### src/rtl/crf_pkg.sv
// Shared constants and carrier types of the CPU register file and flag word.
// Assumes a single 100 MHz clock and a synchronous active-high reset.
`default_nettype none
package crf_pkg;
    localparam int unsigned CRF_ADDR_W = 5;
    localparam int unsigned CRF_DATA_W = 32;

    // Register map, word offsets on the register port
    localparam logic [4:0] ADDR_GP0 = 5'h00;
    localparam logic [4:0] ADDR_GP1 = 5'h01;
    localparam logic [4:0] ADDR_GP2 = 5'h02;
    localparam logic [4:0] ADDR_GP3 = 5'h03;
    localparam logic [4:0] ADDR_AX0 = 5'h04;
    localparam logic [4:0] ADDR_AX1 = 5'h05;
    localparam logic [4:0] ADDR_FB = 5'h06;
    localparam logic [4:0] ADDR_VECTOR_TABLE_BASE = 5'h07;
    localparam logic [4:0] ADDR_PC = 5'h08;
    localparam logic [4:0] ADDR_USP = 5'h09;
    localparam logic [4:0] ADDR_ISP = 5'h0a;
    localparam logic [4:0] ADDR_SB = 5'h0b;
    localparam logic [4:0] ADDR_PSW = 5'h0c;
    localparam logic [4:0] ADDR_GP0_LO = 5'h10;
    localparam logic [4:0] ADDR_GP0_HI = 5'h11;
    localparam logic [4:0] ADDR_GP1_LO = 5'h12;
    localparam logic [4:0] ADDR_GP1_HI = 5'h13;
    localparam logic [4:0] ADDR_PAIR_LO = 5'h14;
    localparam logic [4:0] ADDR_PAIR_HI = 5'h15;
    localparam logic [4:0] ADDR_AX_PAIR = 5'h16;
    localparam logic [4:0] ADDR_SP = 5'h17;

    // Flag word placement in the 16-bit read view
    localparam int unsigned PSW_IPL_LSB = 12;
    localparam int unsigned PSW_IPL_W = 3;
    localparam logic [5:0] SWI_STACK_LIMIT = 6'h20;
    localparam logic [19:0] PC_RESET = 20'h00000;

    typedef struct packed {
        logic [2:0] priority_level_field;
        logic u;
        logic i;
        logic o;
        logic b;
        logic s;
        logic z;
        logic d;
        logic c;
    } crf_flags_t;

    localparam crf_flags_t FLAGS_RESET = '0;

    typedef struct packed {
        logic [4:0] addr;
        logic [31:0] wdata;
        logic wr;
        logic rd;
    } crf_bus_t;

    typedef struct packed {
        logic valid;
        logic byte_op;
        logic [15:0] result;
        logic carry;
        logic overflow;
    } crf_alu_t;

    typedef struct packed {
        logic req;
        logic nmi;
        logic [2:0] level;
        logic swi;
        logic [5:0] swi_num;
    } crf_irq_t;
endpackage
`default_nettype wire

### src/rtl/crf_flag_calc.sv
// Zero and sign evaluation of an ALU result, word or byte wide.
// Assumes the result arrives on the same clock as the register file.
`default_nettype none
module crf_flag_calc
    import crf_pkg::*;
(
    input wire crf_alu_t alu,
    output logic zero,
    output logic sign
);
    always_comb
    begin
        if (alu.byte_op)
        begin
            zero = (alu.result[7:0] == 8'h00);
            sign = alu.result[7];
        end
        else
        begin
            zero = (alu.result == 16'h0000);
            sign = alu.result[15];
        end
    end
endmodule // crf_flag_calc
`default_nettype wire

### src/rtl/crf_int_gate.sv
// Decides whether an interrupt request is taken this cycle.
// Assumes request fields are stable and on the register file clock.
`default_nettype none
module crf_int_gate
    import crf_pkg::*;
(
    input wire crf_irq_t irq,
    input wire crf_flags_t flags,
    output logic accept
);
    logic above_level;

    always_comb
    begin
        above_level = (irq.level > flags.priority_level_field);
        // Non-maskable sources bypass both the enable flag and the level
        accept = irq.req && (irq.nmi || (flags.i && above_level));
    end
endmodule // crf_int_gate
`default_nettype wire

### src/rtl/crf_top.sv
// CPU register set: two banks of data/address/frame registers, bases,
// program counter, two stack pointers and the 11-bit flag word.
// Assumes the datapath and interrupt logic share ref_clk with this block.
//
// Notes on behaviour
// - Four 16-bit general data registers
// - First two split into byte halves
// - Third/fourth pair above first/second as 32-bit
// - Two 16-bit address registers
// - Address registers pair, second is upper
// - 16-bit frame base register
// - 20-bit vector table base register
// - 20-bit program counter, next instruction
// - Two stack pointers, one active
// - 16-bit static base register
// - 11-bit flag word of processor state
// - Carry holds ALU carry, borrow, shift-out
// - Zero flag set on zero result
// - Sign flag set on negative result
// - Bank flag picks register bank
// - Overflow flag set on overflow
// - Interrupt enable flag gates maskable interrupts
// - Acknowledge clears interrupt enable flag
// - Stack select flag picks active pointer
// - Interrupts and low software numbers clear stack select
// - Maskable request accepted only above priority level
`default_nettype none
module crf_top
    import crf_pkg::*;
(
    input wire logic ref_clk,
    input wire logic reset,
    input wire crf_bus_t bus,
    output logic [31:0] rdata,
    input wire crf_alu_t alu,
    input wire crf_irq_t irq,
    input wire logic pc_advance,
    input wire logic [2:0] pc_step,
    output crf_flags_t flags,
    output logic [19:0] pc,
    output logic [15:0] active_sp,
    output logic int_ack
);
    typedef struct packed {
        logic [1:0][3:0][15:0] gp;
        logic [1:0][1:0][15:0] ax;
        logic [1:0][15:0] fb;
        logic [19:0] vector_table_base;
        logic [19:0] pc;
        logic [15:0] user_stack_pointer;
        logic [15:0] interrupt_stack_pointer;
        logic [15:0] sb;
        crf_flags_t processor_state_word;
        logic [15:0] sp_out;
        logic ack;
        logic [31:0] rdata;
    } crf_state_t;

    crf_state_t q, d;
    logic zero_res, sign_res, accept;
    logic bk;

    function automatic logic [15:0] psw_view(input crf_flags_t f);
        logic [15:0] w;
        w = '0;
        w[7:0] = {f.u, f.i, f.o, f.b, f.s, f.z, f.d, f.c};
        w[PSW_IPL_LSB +: PSW_IPL_W] = f.priority_level_field;
        return w;
    endfunction

    function automatic crf_flags_t psw_load(input logic [15:0] w);
        crf_flags_t f;
        f = '0;
        {f.u, f.i, f.o, f.b, f.s, f.z, f.d, f.c} = w[7:0];
        f.priority_level_field = w[PSW_IPL_LSB +: PSW_IPL_W];
        return f;
    endfunction

    crf_flag_calc u_flag_calc (
        .alu(alu),
        .zero(zero_res),
        .sign(sign_res)
    );

    crf_int_gate u_int_gate (
        .irq(irq),
        .flags(q.processor_state_word),
        .accept(accept)
    );

    assign bk = q.processor_state_word.b;

    always_comb
    begin
        d = q;
        d.ack = 1'b0;
        d.rdata = '0;
        if (bus.rd)
        begin
            unique case (bus.addr)
                ADDR_GP0: d.rdata = {16'h0000, q.gp[bk][0]};
                ADDR_GP1: d.rdata = {16'h0000, q.gp[bk][1]};
                ADDR_GP2: d.rdata = {16'h0000, q.gp[bk][2]};
                ADDR_GP3: d.rdata = {16'h0000, q.gp[bk][3]};
                ADDR_AX0: d.rdata = {16'h0000, q.ax[bk][0]};
                ADDR_AX1: d.rdata = {16'h0000, q.ax[bk][1]};
                ADDR_FB: d.rdata = {16'h0000, q.fb[bk]};
                ADDR_VECTOR_TABLE_BASE: d.rdata = {12'h000, q.vector_table_base};
                ADDR_PC: d.rdata = {12'h000, q.pc};
                ADDR_USP: d.rdata = {16'h0000, q.user_stack_pointer};
                ADDR_ISP: d.rdata = {16'h0000, q.interrupt_stack_pointer};
                ADDR_SB: d.rdata = {16'h0000, q.sb};
                ADDR_PSW: d.rdata = {16'h0000, psw_view(q.processor_state_word)};
                ADDR_GP0_LO: d.rdata = {24'h000000, q.gp[bk][0][7:0]};
                ADDR_GP0_HI: d.rdata = {24'h000000, q.gp[bk][0][15:8]};
                ADDR_GP1_LO: d.rdata = {24'h000000, q.gp[bk][1][7:0]};
                ADDR_GP1_HI: d.rdata = {24'h000000, q.gp[bk][1][15:8]};
                ADDR_PAIR_LO: d.rdata = {q.gp[bk][2], q.gp[bk][0]};
                ADDR_PAIR_HI: d.rdata = {q.gp[bk][3], q.gp[bk][1]};
                ADDR_AX_PAIR: d.rdata = {q.ax[bk][1], q.ax[bk][0]};
                ADDR_SP: d.rdata = {16'h0000, q.sp_out};
                default: d.rdata = '0;
            endcase
        end
        if (bus.wr)
        begin
            unique case (bus.addr)
                ADDR_GP0: d.gp[bk][0] = bus.wdata[15:0];
                ADDR_GP1: d.gp[bk][1] = bus.wdata[15:0];
                ADDR_GP2: d.gp[bk][2] = bus.wdata[15:0];
                ADDR_GP3: d.gp[bk][3] = bus.wdata[15:0];
                ADDR_AX0: d.ax[bk][0] = bus.wdata[15:0];
                ADDR_AX1: d.ax[bk][1] = bus.wdata[15:0];
                ADDR_FB: d.fb[bk] = bus.wdata[15:0];
                ADDR_VECTOR_TABLE_BASE: d.vector_table_base = bus.wdata[19:0];
                ADDR_PC: d.pc = bus.wdata[19:0];
                ADDR_USP: d.user_stack_pointer = bus.wdata[15:0];
                ADDR_ISP: d.interrupt_stack_pointer = bus.wdata[15:0];
                ADDR_SB: d.sb = bus.wdata[15:0];
                // Debug bit is stored as written; software keeps it clear
                ADDR_PSW: d.processor_state_word = psw_load(bus.wdata[15:0]);
                ADDR_GP0_LO: d.gp[bk][0][7:0] = bus.wdata[7:0];
                ADDR_GP0_HI: d.gp[bk][0][15:8] = bus.wdata[7:0];
                ADDR_GP1_LO: d.gp[bk][1][7:0] = bus.wdata[7:0];
                ADDR_GP1_HI: d.gp[bk][1][15:8] = bus.wdata[7:0];
                ADDR_PAIR_LO:
                begin
                    d.gp[bk][0] = bus.wdata[15:0];
                    d.gp[bk][2] = bus.wdata[31:16];
                end
                ADDR_PAIR_HI:
                begin
                    d.gp[bk][1] = bus.wdata[15:0];
                    d.gp[bk][3] = bus.wdata[31:16];
                end
                ADDR_AX_PAIR:
                begin
                    d.ax[bk][0] = bus.wdata[15:0];
                    d.ax[bk][1] = bus.wdata[31:16];
                end
                ADDR_SP:
                begin
                    if (q.processor_state_word.u)
                        d.user_stack_pointer = bus.wdata[15:0];
                    else
                        d.interrupt_stack_pointer = bus.wdata[15:0];
                end
                default:
                begin
                end
            endcase
        end
        // A PC write from software outranks the sequential step
        if (pc_advance && !(bus.wr && bus.addr == ADDR_PC))
            d.pc = q.pc + {17'h00000, pc_step};
        // ALU outcome wins over a software write of the same flags
        if (alu.valid)
        begin
            d.processor_state_word.c = alu.carry;
            d.processor_state_word.z = zero_res;
            d.processor_state_word.s = sign_res;
            d.processor_state_word.o = alu.overflow;
        end
        // Interrupt entry must not be undone by a racing flag write
        if (accept)
        begin
            d.ack = 1'b1;
            d.processor_state_word.i = 1'b0;
            d.processor_state_word.u = 1'b0;
        end
        else if (irq.swi)
        begin
            d.processor_state_word.i = 1'b0;
            if (irq.swi_num < SWI_STACK_LIMIT)
                d.processor_state_word.u = 1'b0;
        end
        d.sp_out = d.processor_state_word.u ? d.user_stack_pointer : d.interrupt_stack_pointer;
    end

    always_ff @(posedge ref_clk)
    begin
        if (reset)
        begin
            q <= '0;
            q.pc <= PC_RESET;
            q.processor_state_word <= FLAGS_RESET;
        end
        else
            q <= d;
    end

    assign rdata = q.rdata;
    assign flags = q.processor_state_word;
    assign pc = q.pc;
    assign active_sp = q.sp_out;
    assign int_ack = q.ack;
endmodule // crf_top
`default_nettype wire

### config.mk
export PLATFORM = sky130hd
export DESIGN_NAME = crf_top
export DESIGN_NICKNAME = d
export VERILOG_FILES = /design/src/rtl/crf_pkg.sv /design/src/rtl/crf_flag_calc.sv /design/src/rtl/crf_int_gate.sv /design/src/rtl/crf_top.sv
export SDC_FILE = /design/constraint.sdc
export NUM_CORES = 1
export LEC_CHECK = 0
export BUFFER_PORTS_ARGS = -buffer_cell sky130_fd_sc_hd__buf_4
export CORE_MARGIN = 3
export CORE_UTILIZATION = 45
export DETAILED_ROUTE_END_ITERATION = 7
export HOLD_SLACK_MARGIN = 0.02
export PLACE_DENSITY = 0.63
export SYNTH_ARGS = -nofsm -noshare
export SYNTH_HDL_FRONTEND = slang
export SYNTH_SLANG_ARGS = --single-unit
### constraint.sdc
create_clock -name ref_clk -period 3.5 [get_ports ref_clk]
set_input_delay 0.35 -clock ref_clk [delete_from_list [all_inputs] [get_ports ref_clk]]
set_output_delay 0.35 -clock ref_clk [all_outputs]
set_load 0.01 [all_outputs]
# [Word-level counts from Yosys, hierarchy flattened]
# Index checks and enable logic that the tools add are counted.
[op_classes] n_addsub=1 n_lt_le_gt_ge=4 eq_ne=20 muxes=64 bitwise=1 reduce_logical=26
[ops] operator="$bwmux W128" count=10
[ops] operator="$pmux W128 S10" count=1
[ops] operator="$pmux W32 S21" count=1
[ops] operator="$demux W64 S1" count=8
[ops] operator="$bwmux W64" count=3
[ops] operator="$mux W64" count=3
[ops] operator="$pmux W64 S3" count=1
[ops] operator="$mux W16" count=10
[ops] operator="$mux W32" count=5
[ops] operator="$mux W79" count=1
[ops] operator="$demux W32 S1" count=2
[ops] operator="$pmux W16 S2" count=2
[ops] operator="$mux W48" count=1
[ops] operator="$eq A5 B5 Y1 const B" count=8
[ops] operator="$mux W20" count=2
[ops] operator="$bwmux W32" count=1
[ops] operator="$eq A5 B4 Y1 const B" count=5
[ops] operator="$mux W24" count=1
[ops] operator="$add A20 B3 Y20" count=1
[ops] operator="$eq A5 B3 Y1 const B" count=4
[ops] operator="$demux W16 S1" count=1
[ops] operator="$logic_not A16 Y1" count=1
[ops] operator="$reduce_and A2 Y1" count=8
[ops] operator="$mux W11" count=1
[ops] operator="other kinds (20)" count=35
[word_totals] ff_bits=372 input_bits=77 out_inout_bits=80 wordCells=147

# [Depth between registers and ports, before layout]
# Gate-level depths: netlist of run 1.
[depth] depth_word=7 mapped_depth=10

# [Cells and area by module]
# A second synthesis of run 1 with hierarchy kept.
[hier_totals] cells_unflattened=2185 hier_area_um2=18544.0
[by_module_without_submodules] mod="crf_top" n_inst=1 cells_each=2165 area_per_inst_um2=18403.9 seq_area_each_um2=7447.1
[by_module_without_submodules] mod="crf_int_gate" n_inst=1 cells_each=12 area_per_inst_um2=85.1 seq_area_each_um2=0.0
[by_module_without_submodules] mod="crf_flag_calc" n_inst=1 cells_each=8 area_per_inst_um2=55.1 seq_area_each_um2=0.0

# [Worst setup path after synthesis of run 1]
# No wires, ideal clock.
[synth_path] kind="register to register" from="register q, in the netlist flags[9]" to="register q, in the netlist active_sp[10]" setup_ns=0.080 arrival_ns=2.011 setup_slack_ns=1.409 path_stages_with_launch=11 path_buffers=2 path_cell_list="dfxtp_1 -> inv_1 -> ha_1 -> nor2b_1 -> o21ai_0 -> a21oi_1 -> a2111oi_4 -> nand2b_1 -> buf_2 -> buf_2 -> a22oi_1"
[synth_via] elab_chain_cells=6
[synth_lines] item="start, declared" line="crf_top.sv:59" source="crf_state_t q, d;"
[synth_lines] item="$gt A3 B3 Y1" line="crf_int_gate.sv:15" source="above_level = (irq.level > flags.priority_level_field);"
[synth_lines] item="$logic_and A1 B1 Y1" line="crf_int_gate.sv:17" source="accept = irq.req && (irq.nmi || (flags.i && above_level));"
[synth_lines] item="$logic_or A1 B1 Y1" line="crf_int_gate.sv:17"
[synth_lines] item="$logic_and A1 B1 Y1" line="crf_int_gate.sv:17"
[synth_lines] item="$mux W2" line="crf_top.sv:185" source="if (accept)"
[synth_lines] item="$mux W16" line="crf_top.sv:197" source="d.sp_out = d.processor_state_word.u ? d.user_stack_pointer : d.interrupt_stack_pointer;"
# Every way passes these cells.
# A chain may end at the register's enable or synchronous reset.

# [Final worst setup path of run 1]
[layout_path] from="register q, in the netlist bk" to="register q, in the netlist rdata[8]"
[layout_via] elab_chain_cells=3 word_cells_on_any_way=7 cone_classes="7 x mux"
[layout_lines] item="$mux W32 (implied by the code), or another cell as far along (2 in series)" line="crf_top.sv:105, crf_top.sv:120"
[layout_lines] item="$pmux W32 S21 *" line="crf_top.sv:100" source="unique case (bus.addr)"
# Every way passes the cells marked *; elsewhere a longest branch is shown, timed or not. The select of a mux whose other input is x is not followed.

==> results of run 1 <==
## power groups by stage
stage / sequential, mW / combinational (mW) / clock (mW)
2_1_floorplan: 4.39 / 0.379 / 0
3_3_place_gp: 4.40 / 0.621 / 0
5_1_grt: 4.31 / 0.686 / 4.70
4_1_cts: 4.31 / 0.634 / 4.55
3_5_place_dp: 4.40 / 0.630 / 0
6_report: 4.31 / 0.650 / 4.52
## cells in the mapped netlist, types with 4 or more instances
master                      instances
sky130_fd_sc_hd__xor2_1             4
sky130_fd_sc_hd__buf_2             62
sky130_fd_sc_hd__buf_6              6
sky130_fd_sc_hd__nor3_1            15
sky130_fd_sc_hd__nor2_2             7
sky130_fd_sc_hd__nor2b_1           10
sky130_fd_sc_hd__o21ai_2            6
sky130_fd_sc_hd__o211ai_1           9
sky130_fd_sc_hd__clkbuf_1         100
sky130_fd_sc_hd__a22o_1            79
sky130_fd_sc_hd__a311oi_1           8
sky130_fd_sc_hd__o21ai_0           54
sky130_fd_sc_hd__or3_1             16
sky130_fd_sc_hd__nand2_1          252
sky130_fd_sc_hd__buf_4             90
sky130_fd_sc_hd__a2111oi_0         15
sky130_fd_sc_hd__nor4_1             5
sky130_fd_sc_hd__or2_1              7
sky130_fd_sc_hd__nand3_1           51
sky130_fd_sc_hd__or2_2              9
sky130_fd_sc_hd__inv_1             33
sky130_fd_sc_hd__nand2b_1           9
sky130_fd_sc_hd__a21o_1             6
sky130_fd_sc_hd__nor2_1           241
sky130_fd_sc_hd__a221oi_1          18
sky130_fd_sc_hd__mux2_2            50
sky130_fd_sc_hd__xnor2_1            9
sky130_fd_sc_hd__a211oi_1          44
sky130_fd_sc_hd__a31oi_1           14
sky130_fd_sc_hd__ha_1               6
sky130_fd_sc_hd__or2_0              4
sky130_fd_sc_hd__o22ai_1           17
sky130_fd_sc_hd__and3_1             5
sky130_fd_sc_hd__mux2i_1          135
sky130_fd_sc_hd__a21oi_1          157
sky130_fd_sc_hd__dfxtp_1          372
sky130_fd_sc_hd__a22oi_1          124
## per-stage QoR
| stage | setup slack [ns] | total power, mW |
|---|---|---|
| after floorplan | 1.41 | 4.76 |
| after global routing | 0.787 | 9.70 |
| after CTS | 0.917 | 9.49 |
| after detailed placement | 0.643 | 5.03 |
| after global placement | 0.705 | 5.02 |
| final | 0.716 | 9.48 |
## sequential cells by signal, summed over array words and instances (netlist names)
name / cells
q: 292
bk: 1
active_sp: 16
pc: 20
flags: 10
rdata: 32
int_ack: 1
## worst min path at each step
stage | start | to | slack [ns] | depth (start not counted)
after global placement | q[326] | q[326] | 0.44 | 2
final | alu[1] | flags[0] | 0.04 | 3
after detailed placement | q[215] | q[215] | 0.44 | 2
after CTS | alu[1] | flags[0] | 0.02 | 3
after floorplan | irq[6] | flags[6] | 0.43 | 1
after global routing | alu[19] | flags[3] | 0.04 | 2
## worst reg2reg max path, delay by kind of cell (launching register included)
kind	cells	cell delay [ns]
buf+inv	1	0.31
mux	1	0.57
flops	1	0.65
simple gates	1	0.63
compound gates	2	0.45
## timing repair
item	4_1_cts	5_1_grt
hold buffers	1	0
setup buffers	0	0
hold endpoints to repair	1	0
## layout by cell type, fill, tap and decap left out, drive strengths merged, types with 4 or more instances in the layout
cell / instances
a22o: 79
mux2: 50
nand2b: 10
nor4: 5
clkbuf: 65
xnor2: 9
mux2i: 135
dfxtp: 372
inv: 34
a21o: 6
nand3: 51
nor3: 18
ha: 6
nand2: 252
a311oi: 8
a221oi: 18
buf: 224
o21ai: 61
a211oi: 44
nor2b: 10
or2: 20
o22ai: 17
clkinv: 5
o211ai: 10
or3: 16
a22oi: 124
a21oi: 157
a31oi: 16
nor2: 252
xor2: 4
a2111oi: 16
and3: 5
## cell type report
class                   instances  area, µm²
repair buffers                225       1760
inverters                      33        124
clock buffers                  65       1290
fillers                      3689      18700
well taps                     518        648
flip-flops and latches        372       7450
multi-input cells            1436       9010
clock inverters                10        113
## cell families after synthesis
kind of cell | synth area share
flops | 0.414
simple gates | 0.158
fa+ha+maj | 0.00528
compound gates | 0.224
mux | 0.106
buf+inv | 0.0869
xor+xnor | 0.00633
## layer usage
layer	wire, µm	share of wire	global-route usage
met5	0	0	0
met4	3350	0.049	0.151
met2	29400	0.43	0.462
met1	28600	0.41	0.447
met3	7680	0.11	0.0688
==> results.md, run 1 <==
- Status: finished clean
- Count of non-filler cells in the finished layout: 2659
- Pin count of the biggest net entering global routing: roughly 100
- Area of the placeable core: 39100 µm²
- Routed via count: approximately 17000
- Clock-pin slew reported for the worst setup and hold paths after clock tree synthesis: 0.06 ns
- Area enclosed by the die boundary: roughly 42000 µm²
- Share of async-settable or async-resettable flops after synthesis: 0
- WL final: 69.0 mm
- Row count: 72
- Synth Instances: 2102
- Critical Path, Cell by Cell: buf_12 -> mux2i_1 -> o22ai_1 -> nor3_1 -> a41oi_1
- Worst Setup Start Kind: register
- Mean instance size in the synthesized netlist: ~8.6 µm²
- Global-route wire length before repair: 102 mm
- Sum of negative setup slack: 0 ns
- Achievable frequency: 359 MHz
- Vias per cell: roughly 6.3
- Power per standard cell area: 465 nW/µm²
- Final Setup Violations: 0
- Crit Path Category: register to register
- Number of ports placed on the die boundary: 157
- Number of cells on the critical path: 5
- Detailed router's first-iteration violation count: approximately 2100
- Cell area after technology mapping: 18000 µm²
- Post-DP HPWL: 46.4 mm
- Share of Yosys cell area claimed by the top area cell type: 0.414
- Post-Synthesis Net Count: 2186
- Crit path capture: rdata[8]
- CTS tree: built
- Number of antenna violations at the first check in global routing: 0
- End of the worst register-to-register path: rdata[8]
- Final weighted congestion in routability-driven placement: between 0.9 and 1
- All-Layer GR Usage: 0.317
- Final hold vios: 0
- Switching share of total power: 0.245
- Number of iterations in the first detailed-routing pass: 6
- Switch Pwr: 2.32 mW
- Remaining DRCs: 0
- Power share of the combinational group: 0.069
- Worst-skew pair later-pin latency: 0.57 ns
- Cell depth of the worst flop-to-flop path: 5
- Number of synthesized flops with an enable pin: 0
- Library cell with the largest summed area after synthesis: sky130_fd_sc_hd__dfxtp_1
- Layout cell share with drive strength beyond 1: 0.178
- Slack of the worst reg-to-reg path: slightly above 0.7 ns
- Hold WS: 0.0433 ns
- Yosys cell types: 70
- Static Leak: about 7.6 nW
- Total placed instance area: approximately 19000 µm²
- Final slew viol count: 0
- Vias in the first global route: 15700
- Chip Width: 206 µm
- CP Data Required Time: ~3.9 ns
- Largest fanout on the critical path: 35
- Number of cells upsized or downsized after cts: 0
- Wirelength per Cell: 25.9 µm
- Slowest stage delay, CP: 0.65 ns
- Post-synth top flop: sky130_fd_sc_hd__dfxtp_1
- Number of buffers and inverters on the critical path: 1
- Slew headroom: 0.258
- Number of buffers on the longest clock path: 3
- Worst r2r src: bk
- Antenna cells: 0
- Final Instance Area: 20400 µm²
- Final Critical Period: 2.78 ns
- Starting utilization of the core area: 0.460
- Maximum vdd ir drop: 0.245 mV
- Number of maximum-capacitance violations: 0
- Fin util: 0.522
- GRT overflow: 0
- Data arrival time of the worst path: 3.17 ns
- Startpoint of the most critical setup path: bk
- Count of nets left with antenna violations after detail routing: 0
- Port-buffer cells: about 150
- CTS Root Cell: sky130_fd_sc_hd__clkbuf_16
- Total CTS buffers: 42
- Share of the yosys chip area belonging to registers: 0.414
- Synth-to-layout area growth: 13.3%
- Relative contribution of sequential cells to total power: 0.455
- Tightest Pin Transition: 1.11 ns
- Cell family with most CP delay: flip-flops
- Cells taking the most area after synthesis: sky130_fd_sc_hd__dfxtp_1 (41%), sky130_fd_sc_hd__mux2i_1 (7.5%), sky130_fd_sc_hd__nand2_1 (5.3%)
- Seq cells post-synth: approximately 370
- Post-route fraction of the period consumed by the critical path: 0.796
- Total number of H-tree levels: 2
- Clock sinks: 372
- Slowest library cell on the worst path: sky130_fd_sc_hd__dfxtp_4
- Fin nets: approximately 2200
- Worst clock skew: ~0.018 ns
- Placed instance count: 2583
- Unrepaired setup endpoints after global routing: false
- Number of synthesis warnings: 0
- Category of the worst setup path capture point: register
- Type of the most critical hold path: input pin to register
- Internal: a little over 7 mW
- Die outline height: 206 µm
- Clock share of power: 0.477
(Power assumes the default switching activity.)
==> inputs of run 2 (changes only) <==
clock period = 2.9 ns   (was 3.5 ns; I/O delays follow)
==> results.md, run 2 (same netlist as run 1, synthesis figures left out) <==
- Antenna cells: 0 (unchanged)
- Category of the worst setup path capture point: register
- Row count: 72 (unchanged)
- Filler cell count: 3680 (-0.24%)
- Total placed instance area: 19200 µm² (+0.92%)
- Layout cell share with drive strength beyond 1: 0.186 (+0.00735)
- Largest fanout on the critical path: 44 (+26%)
- Port-buffer cells: 151 (unchanged)
- Vias in the first global route: 15700 (-0.24%)
- Count of non-filler cells in the finished layout: 2682 (+0.86%)
- Register with the highest flop count: q
- Achievable frequency: 374 MHz (+4.0%)
- Remaining DRCs: 0 (unchanged)
- Vias per cell: 6.28 (-0.45%)
- Static Leak: 7.77 nW (+2.0%)
- Worst Setup Start Kind: register
- GRT overflow: 0 (unchanged)
- Synth-to-layout area growth: 14.7%
- WL final: 69.4 mm (+0.57%)
- Worst clock skew: 0.0108 ns (-0.00747 ns)
- Final Setup Violations: 0 (unchanged)
- Count of nets left with antenna violations after detail routing: 0 (unchanged)
- Number of antenna violations at the first check in global routing: 0 (unchanged)
- Total number of H-tree levels: 2 (unchanged)
- Placed instance count: 2603 (+0.77%)
- Hold WS: 0.0386 ns (-0.00466 ns)
- Crit Path Category: register to register
- Number of iterations in the first detailed-routing pass: 6 (unchanged)
- Clock sinks: 372 (unchanged)
- CP Data Required Time: 3.30 ns (-0.59 ns)
- Final Instance Area: 20700 µm² (+1.2%)
- Number of ports placed on the die boundary: 157 (unchanged)
- Post-DP HPWL: 46.2 mm (-0.36%)
- Commonest cells after routing, fill and taps aside: sky130_fd_sc_hd__dfxtp_1 (371), sky130_fd_sc_hd__nand2_1 (252), sky130_fd_sc_hd__nor2_1 (236), sky130_fd_sc_hd__buf_4 (236), sky130_fd_sc_hd__a21oi_1 (157)
- CTS Root Cell: sky130_fd_sc_hd__clkbuf_16
- Overall power after layout: 11.6 mW (+22%)
- Pin count of the biggest net entering global routing: 83 (-19%)
- Data arrival time of the worst path: 3.08 ns (-0.09 ns)
- Detailed router's first-iteration violation count: 2003 (-6.2%)
- Tightest Pin Transition: 1.16 ns (+0.0419 ns)
- Total CTS buffers: 42 (unchanged)
- Critical hold path startpoint: bus[18]
- Worst-case setup slack after placement: 0.245 ns (-0.398 ns)
- Clock-pin slew reported for the worst setup and hold paths after clock tree synthesis: 0.06 ns (about the same)
- Post-route fraction of the period consumed by the critical path: 0.923 (+0.128)
- Starting utilization of the core area: 0.460 (unchanged)
- Final Critical Period: 2.68 ns (-0.107 ns)
- Worst-skew pair later-pin latency: 0.57 ns (about the same)
- Wirelength per Cell: 25.9 µm (-0.29%)
- Final weighted congestion in routability-driven placement: 0.935 (-3.7%)
- All-Layer GR Usage: 0.316 (-0.00161)
- CTS tree: built
- Unrepaired setup endpoints after global routing: false
- Number of maximum-capacitance violations: 0 (unchanged)
- Global-route wire length before repair: 101 mm (-0.56%)
- Fin util: 0.528 (+0.00647)
- Final slew viol count: 0 (unchanged)
- Power per standard cell area: 559 nW/µm² (+20%)
- Sum of negative setup slack: 0 ns (unchanged)
- Type of the most critical hold path: input pin to register
- Fin nets: 2219 (+1.1%)
- Maximum vdd ir drop: 0.351 mV (+44%)
- Number of buffers on the longest clock path: 3 (unchanged)
- Flip-flop count of the largest register, all copies and words added: 292 (unchanged)
- Area enclosed by the die boundary: 42400 µm² (unchanged)
- Worst r2r src: bk
- Die outline height: 206 µm (unchanged)
- Worst Slack Setup Final: 0.223 ns (-0.493 ns)
- Final hold vios: 0 (unchanged)
- Routed via count: 16800 (+0.41%)
- Most common cell after layout, fill and taps aside: sky130_fd_sc_hd__dfxtp_1
- Startpoint of the most critical setup path: bk
- Chip Width: 206 µm (unchanged)
- Status: finished clean
- Slew headroom: 0.224 (-0.0339)
- Area of the placeable core: 39100 µm² (unchanged)
==> run 2: cell count changes in the layout (fill, tap and decap cells not counted) <==
cell / change
sky130_fd_sc_hd__buf_4: +18
sky130_fd_sc_hd__dlygate4sd3_1: +5
sky130_fd_sc_hd__buf_12: +2
sky130_fd_sc_hd__clkbuf_1: -2
sky130_fd_sc_hd__clkinvlp_4: -2
sky130_fd_sc_hd__a2111oi_0: +1
sky130_fd_sc_hd__a2111oi_1: -1
sky130_fd_sc_hd__bufinv_16: +1
sky130_fd_sc_hd__clkbuf_16: +1
sky130_fd_sc_hd__clkinv_2: +1
sky130_fd_sc_hd__inv_6: -1
==> run 2: cell type report <==
cell class,instances,area (µm²),area share
clock buffers,64,1310,0.0633
clock inverters,9,124,0.00600
inverters,33,124,0.00600
multi-input cells,1436,9010,0.436
flip-flops and latches,372,7450,0.361
well taps,518,648,0.0314
repair buffers,250,1990,0.0962
==> run 2: power breakdown <==
part / switching, mW / total (mW) / internal [mW]
Combinational: 0.554 / 0.813 / 0.259
Clock: 2.18 / 5.54 / 3.36
Sequential: 0.0462 / 5.20 / 5.16
Total: 2.78 / 11.6 / 8.78
==> run 2: per-layer routing <==
layer | track usage | wire [µm] | up-vias
li1 | - | - | 7463
met1 | 0.441 | 28800 | 8227
met2 | 0.475 | 29800 | 1007
met3 | 0.0680 | 7920 | 145
met4 | 0.129 | 2840 | 0
met5 | 0 | 0 | -
==> run 2: path summary, 6_finish.rpt <==
kind	end	slack, ns	depth (start not counted)
max	rdata[6]	0.22	5
min	q[144]	0.04	3
max reg2reg	rdata[6]	0.22	5
min reg2reg	q[264]	0.45	2
==> run 2: timing repair <==
| item | CTS | global route |
|---|---|---|
| endpoints found under the hold margin | 5 | 0 |
| hold buffers | 6 | 0 |
| endpoints found under the setup margin | 0 | 0 |
| gates resized for setup | 0 | 0 |
| buffers inserted | 0 | 0 |
==> run 2: critical path: stages (launching register included) <==
cell                        delay, ns
sky130_fd_sc_hd__dfxtp_4         0.46
sky130_fd_sc_hd__buf_12          0.29
sky130_fd_sc_hd__mux2_2          0.38
sky130_fd_sc_hd__a22o_1          0.34
sky130_fd_sc_hd__a2111oi_0       0.78
sky130_fd_sc_hd__a31oi_1         0.22
==> inputs of run 3 (changes only) <==
ABC_AREA = 1   (was default)
PLACE_DENSITY = 0.62   (was 0.63)
==> results.md, run 3 <==
- Status: finished clean
- Maximum vdd ir drop: 0.400 mV (+14%)
- Clock sinks: 372 (unchanged)
- CTS tree: built
- Switch Pwr: 3.63 mW (+31%)
- Number of iterations in the first detailed-routing pass: 6 (unchanged)
- # Post-CTS Setup Buffers: 0 (unchanged)
- Area of the placeable core: 54500 µm² (+39%)
- Mean instance size in the synthesized netlist: 5.98 µm² (-30%)
- Hold worst-path end: q[140]
- Critical hold path startpoint: bus[1]
- Relative contribution of sequential cells to total power: 0.416 (-0.034)
- Slack of the worst reg-to-reg path: 0.32 ns (+0.10 ns)
- Clock-pin slew reported for the worst setup and hold paths after clock tree synthesis: 0.06 ns (about the same)
- Wirelength per Cell: 23.2 µm (-10%)
- Flip-flop count of the largest register, all copies and words added: 292 (unchanged)
- Seq cells post-synth: 372 (unchanged)
- Number of buffers on the longest clock path: 3 (unchanged)
- Die outline height: 242 µm (+17%)
- Count of non-filler cells in the finished layout: 4949 (+85%)
- Yosys cell types: 42 (-40%)
- Pin count of the biggest net entering global routing: 161 (+94%)
- Row count: 85 (+18%)
- End of the worst register-to-register path: rdata[4]
- Number of cells on the worst hold path: 3 (unchanged)
- Fin nets: 4253 (+92%)
- Remaining DRCs: 0 (unchanged)
- Share of synthesized cell area in and, or, nand and nor gates: 0.285 (+0.127)
- Number of antenna violations at the first check in global routing: 1 (+1)
- Internal: 8.93 mW (+1.8%)
- Critical Path, Cell by Cell: buf_4 -> o21ai_0 -> nand2_1 -> nand2_1 -> nor2_1 -> nand2_1 -> nor2_1 -> a21oi_1
- Sum of negative setup slack: 0 ns (unchanged)
- Worst r2r src: bk
- Static Leak: 11.1 nW (+43%)
- Type of the most critical hold path: input pin to register
- Commonest cells in the netlist: sky130_fd_sc_hd__nand2_1 (1000), sky130_fd_sc_hd__o21ai_0 (481), sky130_fd_sc_hd__nor2_1 (471), sky130_fd_sc_hd__a21oi_1 (450), sky130_fd_sc_hd__inv_1 (425)
- Cells taking the most area after synthesis: sky130_fd_sc_hd__dfxtp_1 (30%), sky130_fd_sc_hd__nand2_1 (15%), sky130_fd_sc_hd__o21ai_0 (9.6%)
- Routed via count: 29500 (+75%)
- Layout cell share with drive strength beyond 1: 0.103 (-0.0828)
- Vias per cell: 5.96 (-5.0%)
- Largest fanout on the critical path: 45 (+2.3%)
- Unrepaired setup endpoints after global routing: false
- Cell mode on critical path: sky130_fd_sc_hd__nand2_1
- Category of the worst setup path capture point: register
- Starting utilization of the core area: 0.460 (about the same)
- Placed instance count: 4848 (+86%)
- Achievable frequency: 388 MHz (+3.9%)
- Number of synthesized flops with an enable pin: 0 (unchanged)
- All-Layer GR Usage: 0.375 (+0.0588)
- Final slew viol count: 0 (unchanged)
- Register with the highest flop count: q
- Crit Path Category: register to register
- Clock share of power: 0.482 (+0.003)
- Power per standard cell area: 443 nW/µm² (-21%)
- Cell family with most CP delay: simple AND/OR/NAND/NOR gates
- GRT overflow: 0 (unchanged)
- Fraction of synthesized area in multiplexers: 0 (-0.106)
- Count of nets left with antenna violations after detail routing: 0 (unchanged)
- Final Critical Period: 2.58 ns (-0.0997 ns)
- Switching share of total power: 0.289 (+0.0488)
- Cell depth of the worst flop-to-flop path: 8 (+3)
- Commonest cells after routing, fill and taps aside: sky130_fd_sc_hd__nand2_1 (1000), sky130_fd_sc_hd__o21ai_0 (481), sky130_fd_sc_hd__nor2_1 (470)
- Post-DP HPWL: 78.8 mm (+71%)
- Area enclosed by the die boundary: 58600 µm² (+38%)
- Post-route fraction of the period consumed by the critical path: 0.889 (-0.0344)
- Detailed router's first-iteration violation count: 4270 (+110%)
- Share of the yosys chip area belonging to registers: 0.297 (-0.117)
- Synth-to-layout area growth: 13.2%
- Slowest stage delay, CP: 0.67 ns (-0.11 ns)
- Most common cell after layout, fill and taps aside: sky130_fd_sc_hd__nand2_1
- Global-route wire length before repair: 170 mm (+68%)
- Share of async-settable or async-resettable flops after synthesis: 0 (unchanged)
- Synth Instances: 4194 (+100%)
- Final Setup Violations: 0 (unchanged)
- WL final: 115 mm (+66%)
- Compound-cell area share of the yosys netlist: 0.276 (+0.0523)
- Port-buffer cells: 151 (unchanged)
- Total CTS buffers: 47 (+12%)
- Chip Width: 242 µm (+17%)
- Fraction of synthesized cell area in xor and xnor cells: 0.00175 (-0.00458)
- Post-synth top flop: sky130_fd_sc_hd__dfxtp_1
- Tightest Pin Transition: 1.18 ns (+0.0262 ns)
- Cell with the most instances after synthesis: sky130_fd_sc_hd__nand2_1
- Post-Synthesis Net Count: 4278 (+96%)
- Slowest library cell on the worst path: sky130_fd_sc_hd__dfxtp_4
- Slew headroom: 0.204 (-0.0199)
- Share of Yosys cell area claimed by the top area cell type: 0.297 (-0.117)
- CTS Root Cell: sky130_fd_sc_hd__clkbuf_16
- CP Data Required Time: 3.39 ns (+0.09 ns)
- Worst clock skew: 0.0188 ns (+0.00800 ns)
- Number of synthesis warnings: 0 (unchanged)
- Dominant combinational cell family by area after synthesis: simple AND/OR/NAND/NOR gates
- Cell area after technology mapping: 25100 µm² (+39%)
- Total number of H-tree levels: 2 (unchanged)
- Worst-skew pair later-pin latency: 0.62 ns (+0.05 ns)
- Number of buffers and inverters on the critical path: 1 (unchanged)
- Vias in the first global route: 25800 (+65%)
- Synthesized-area fraction occupied by adder cells: 0.00379 (-0.00149)
- Power share of the combinational group: 0.101 (+0.031)
- Final hold vios: 0 (unchanged)
- Number of maximum-capacitance violations: 0 (unchanged)
- Data arrival time of the worst path: 3.07 ns (about the same)
- Worst Setup Start Kind: register
- Final weighted congestion in routability-driven placement: 1.03 (+9.9%)
- Library cell with the largest summed area after synthesis: sky130_fd_sc_hd__dfxtp_1
- Number of ports placed on the die boundary: 157 (unchanged)
==> run 3: cell types whose count changed after synthesis, moves of 108 or more <==
cell	change
sky130_fd_sc_hd__a21oi_1	+293
sky130_fd_sc_hd__nor2_1	+230
sky130_fd_sc_hd__o22ai_1	+140
sky130_fd_sc_hd__inv_1	+392
sky130_fd_sc_hd__o21ai_0	+427
sky130_fd_sc_hd__nand2_1	+748
sky130_fd_sc_hd__clkbuf_1	+108
sky130_fd_sc_hd__mux2i_1	-135
==> run 3: per-layer routing <==
| layer | GRT usage | wire (µm) | share of wire |
|---|---|---|---|
| met5 | 0.00654 | 56 | 0.00049 |
| met4 | 0.196 | 6780 | 0.059 |
| met3 | 0.0839 | 14200 | 0.12 |
| met2 | 0.549 | 47600 | 0.41 |
| met1 | 0.513 | 46300 | 0.40 |
==> run 3: final cells by class <==
type / count / area (µm²)
fill: 5825 / 26100
multi-input combinational: 3015 / 14300
clock buffer: 52 / 1210
clock inverter: 35 / 342
inverter: 438 / 1650
tap: 739 / 925
timing repair buffer: 295 / 2500
sequential: 372 / 7450
antenna: 3 / 7.51
==> run 3: what timing repair did <==
item | CTS | global route
resized for setup | 0 | 0
endpoints found under the hold margin | 10 | 0
hold buffers | 11 | 0
==> run 3: worst max-delay path by stage <==
stage,start,to,slack (ns),cells after the start
after floorplan,pc[0],pc[18],0.98,13
final,bk,rdata[4],0.32,8
after detailed placement,bus[38],pc[2],0.34,11
after global placement,bus[38],pc[2],0.32,11
after global routing,bk,rdata[4],0.26,8
after CTS,bk,rdata[4],0.46,8
==> run 3: power groups by stage <==
stage	Sequential [mW]	Clock [mW]	Combinational, mW
floorplan	5.32	0	0.662
global placement	5.34	0	1.21
detailed placement	5.34	0	1.21
CTS	5.23	6.07	1.23
global route	5.23	6.28	1.34
finish	5.23	6.06	1.27
==> run 3: logic make-up (layout without fill, tap and decap cells) <==
family | count (synthesis) | in the layout
and+or+nand+nor | 1756 | 1756
AOI/OAI and AO/OA | 1247 | 1247
buffers and inverters | 807 | 820
DFF | 372 | 372
adders and majority gates | 7 | 7
xor gates and xnor gates | 5 | 5
other | 0 | 3
==> run 3: stage by stage <==
step	util	power [mW]	area (µm²)	hold WS [ns]	worst slack (ns)
finish	0.521	12.6	28400	0.0468	0.323
global route	0.521	12.9	28400	0.0407	0.261
CTS	0.521	12.5	28400	0.0256	0.464
detailed placement	0.491	6.55	26700	0.433	0.335
global placement	0.491	6.55	26700	0.431	0.317
floorplan	-	5.98	25100	0.420	0.983
==> run 3: worst reg2reg max path: cells and delay by family, from the launching register on <==
| kind | cells | cell delay (ns) |
|---|---|---|
| simple gates | 5 | 0.73 |
| flops | 1 | 0.67 |
| buf+inv | 1 | 0.52 |
| compound gates | 2 | 0.54 |
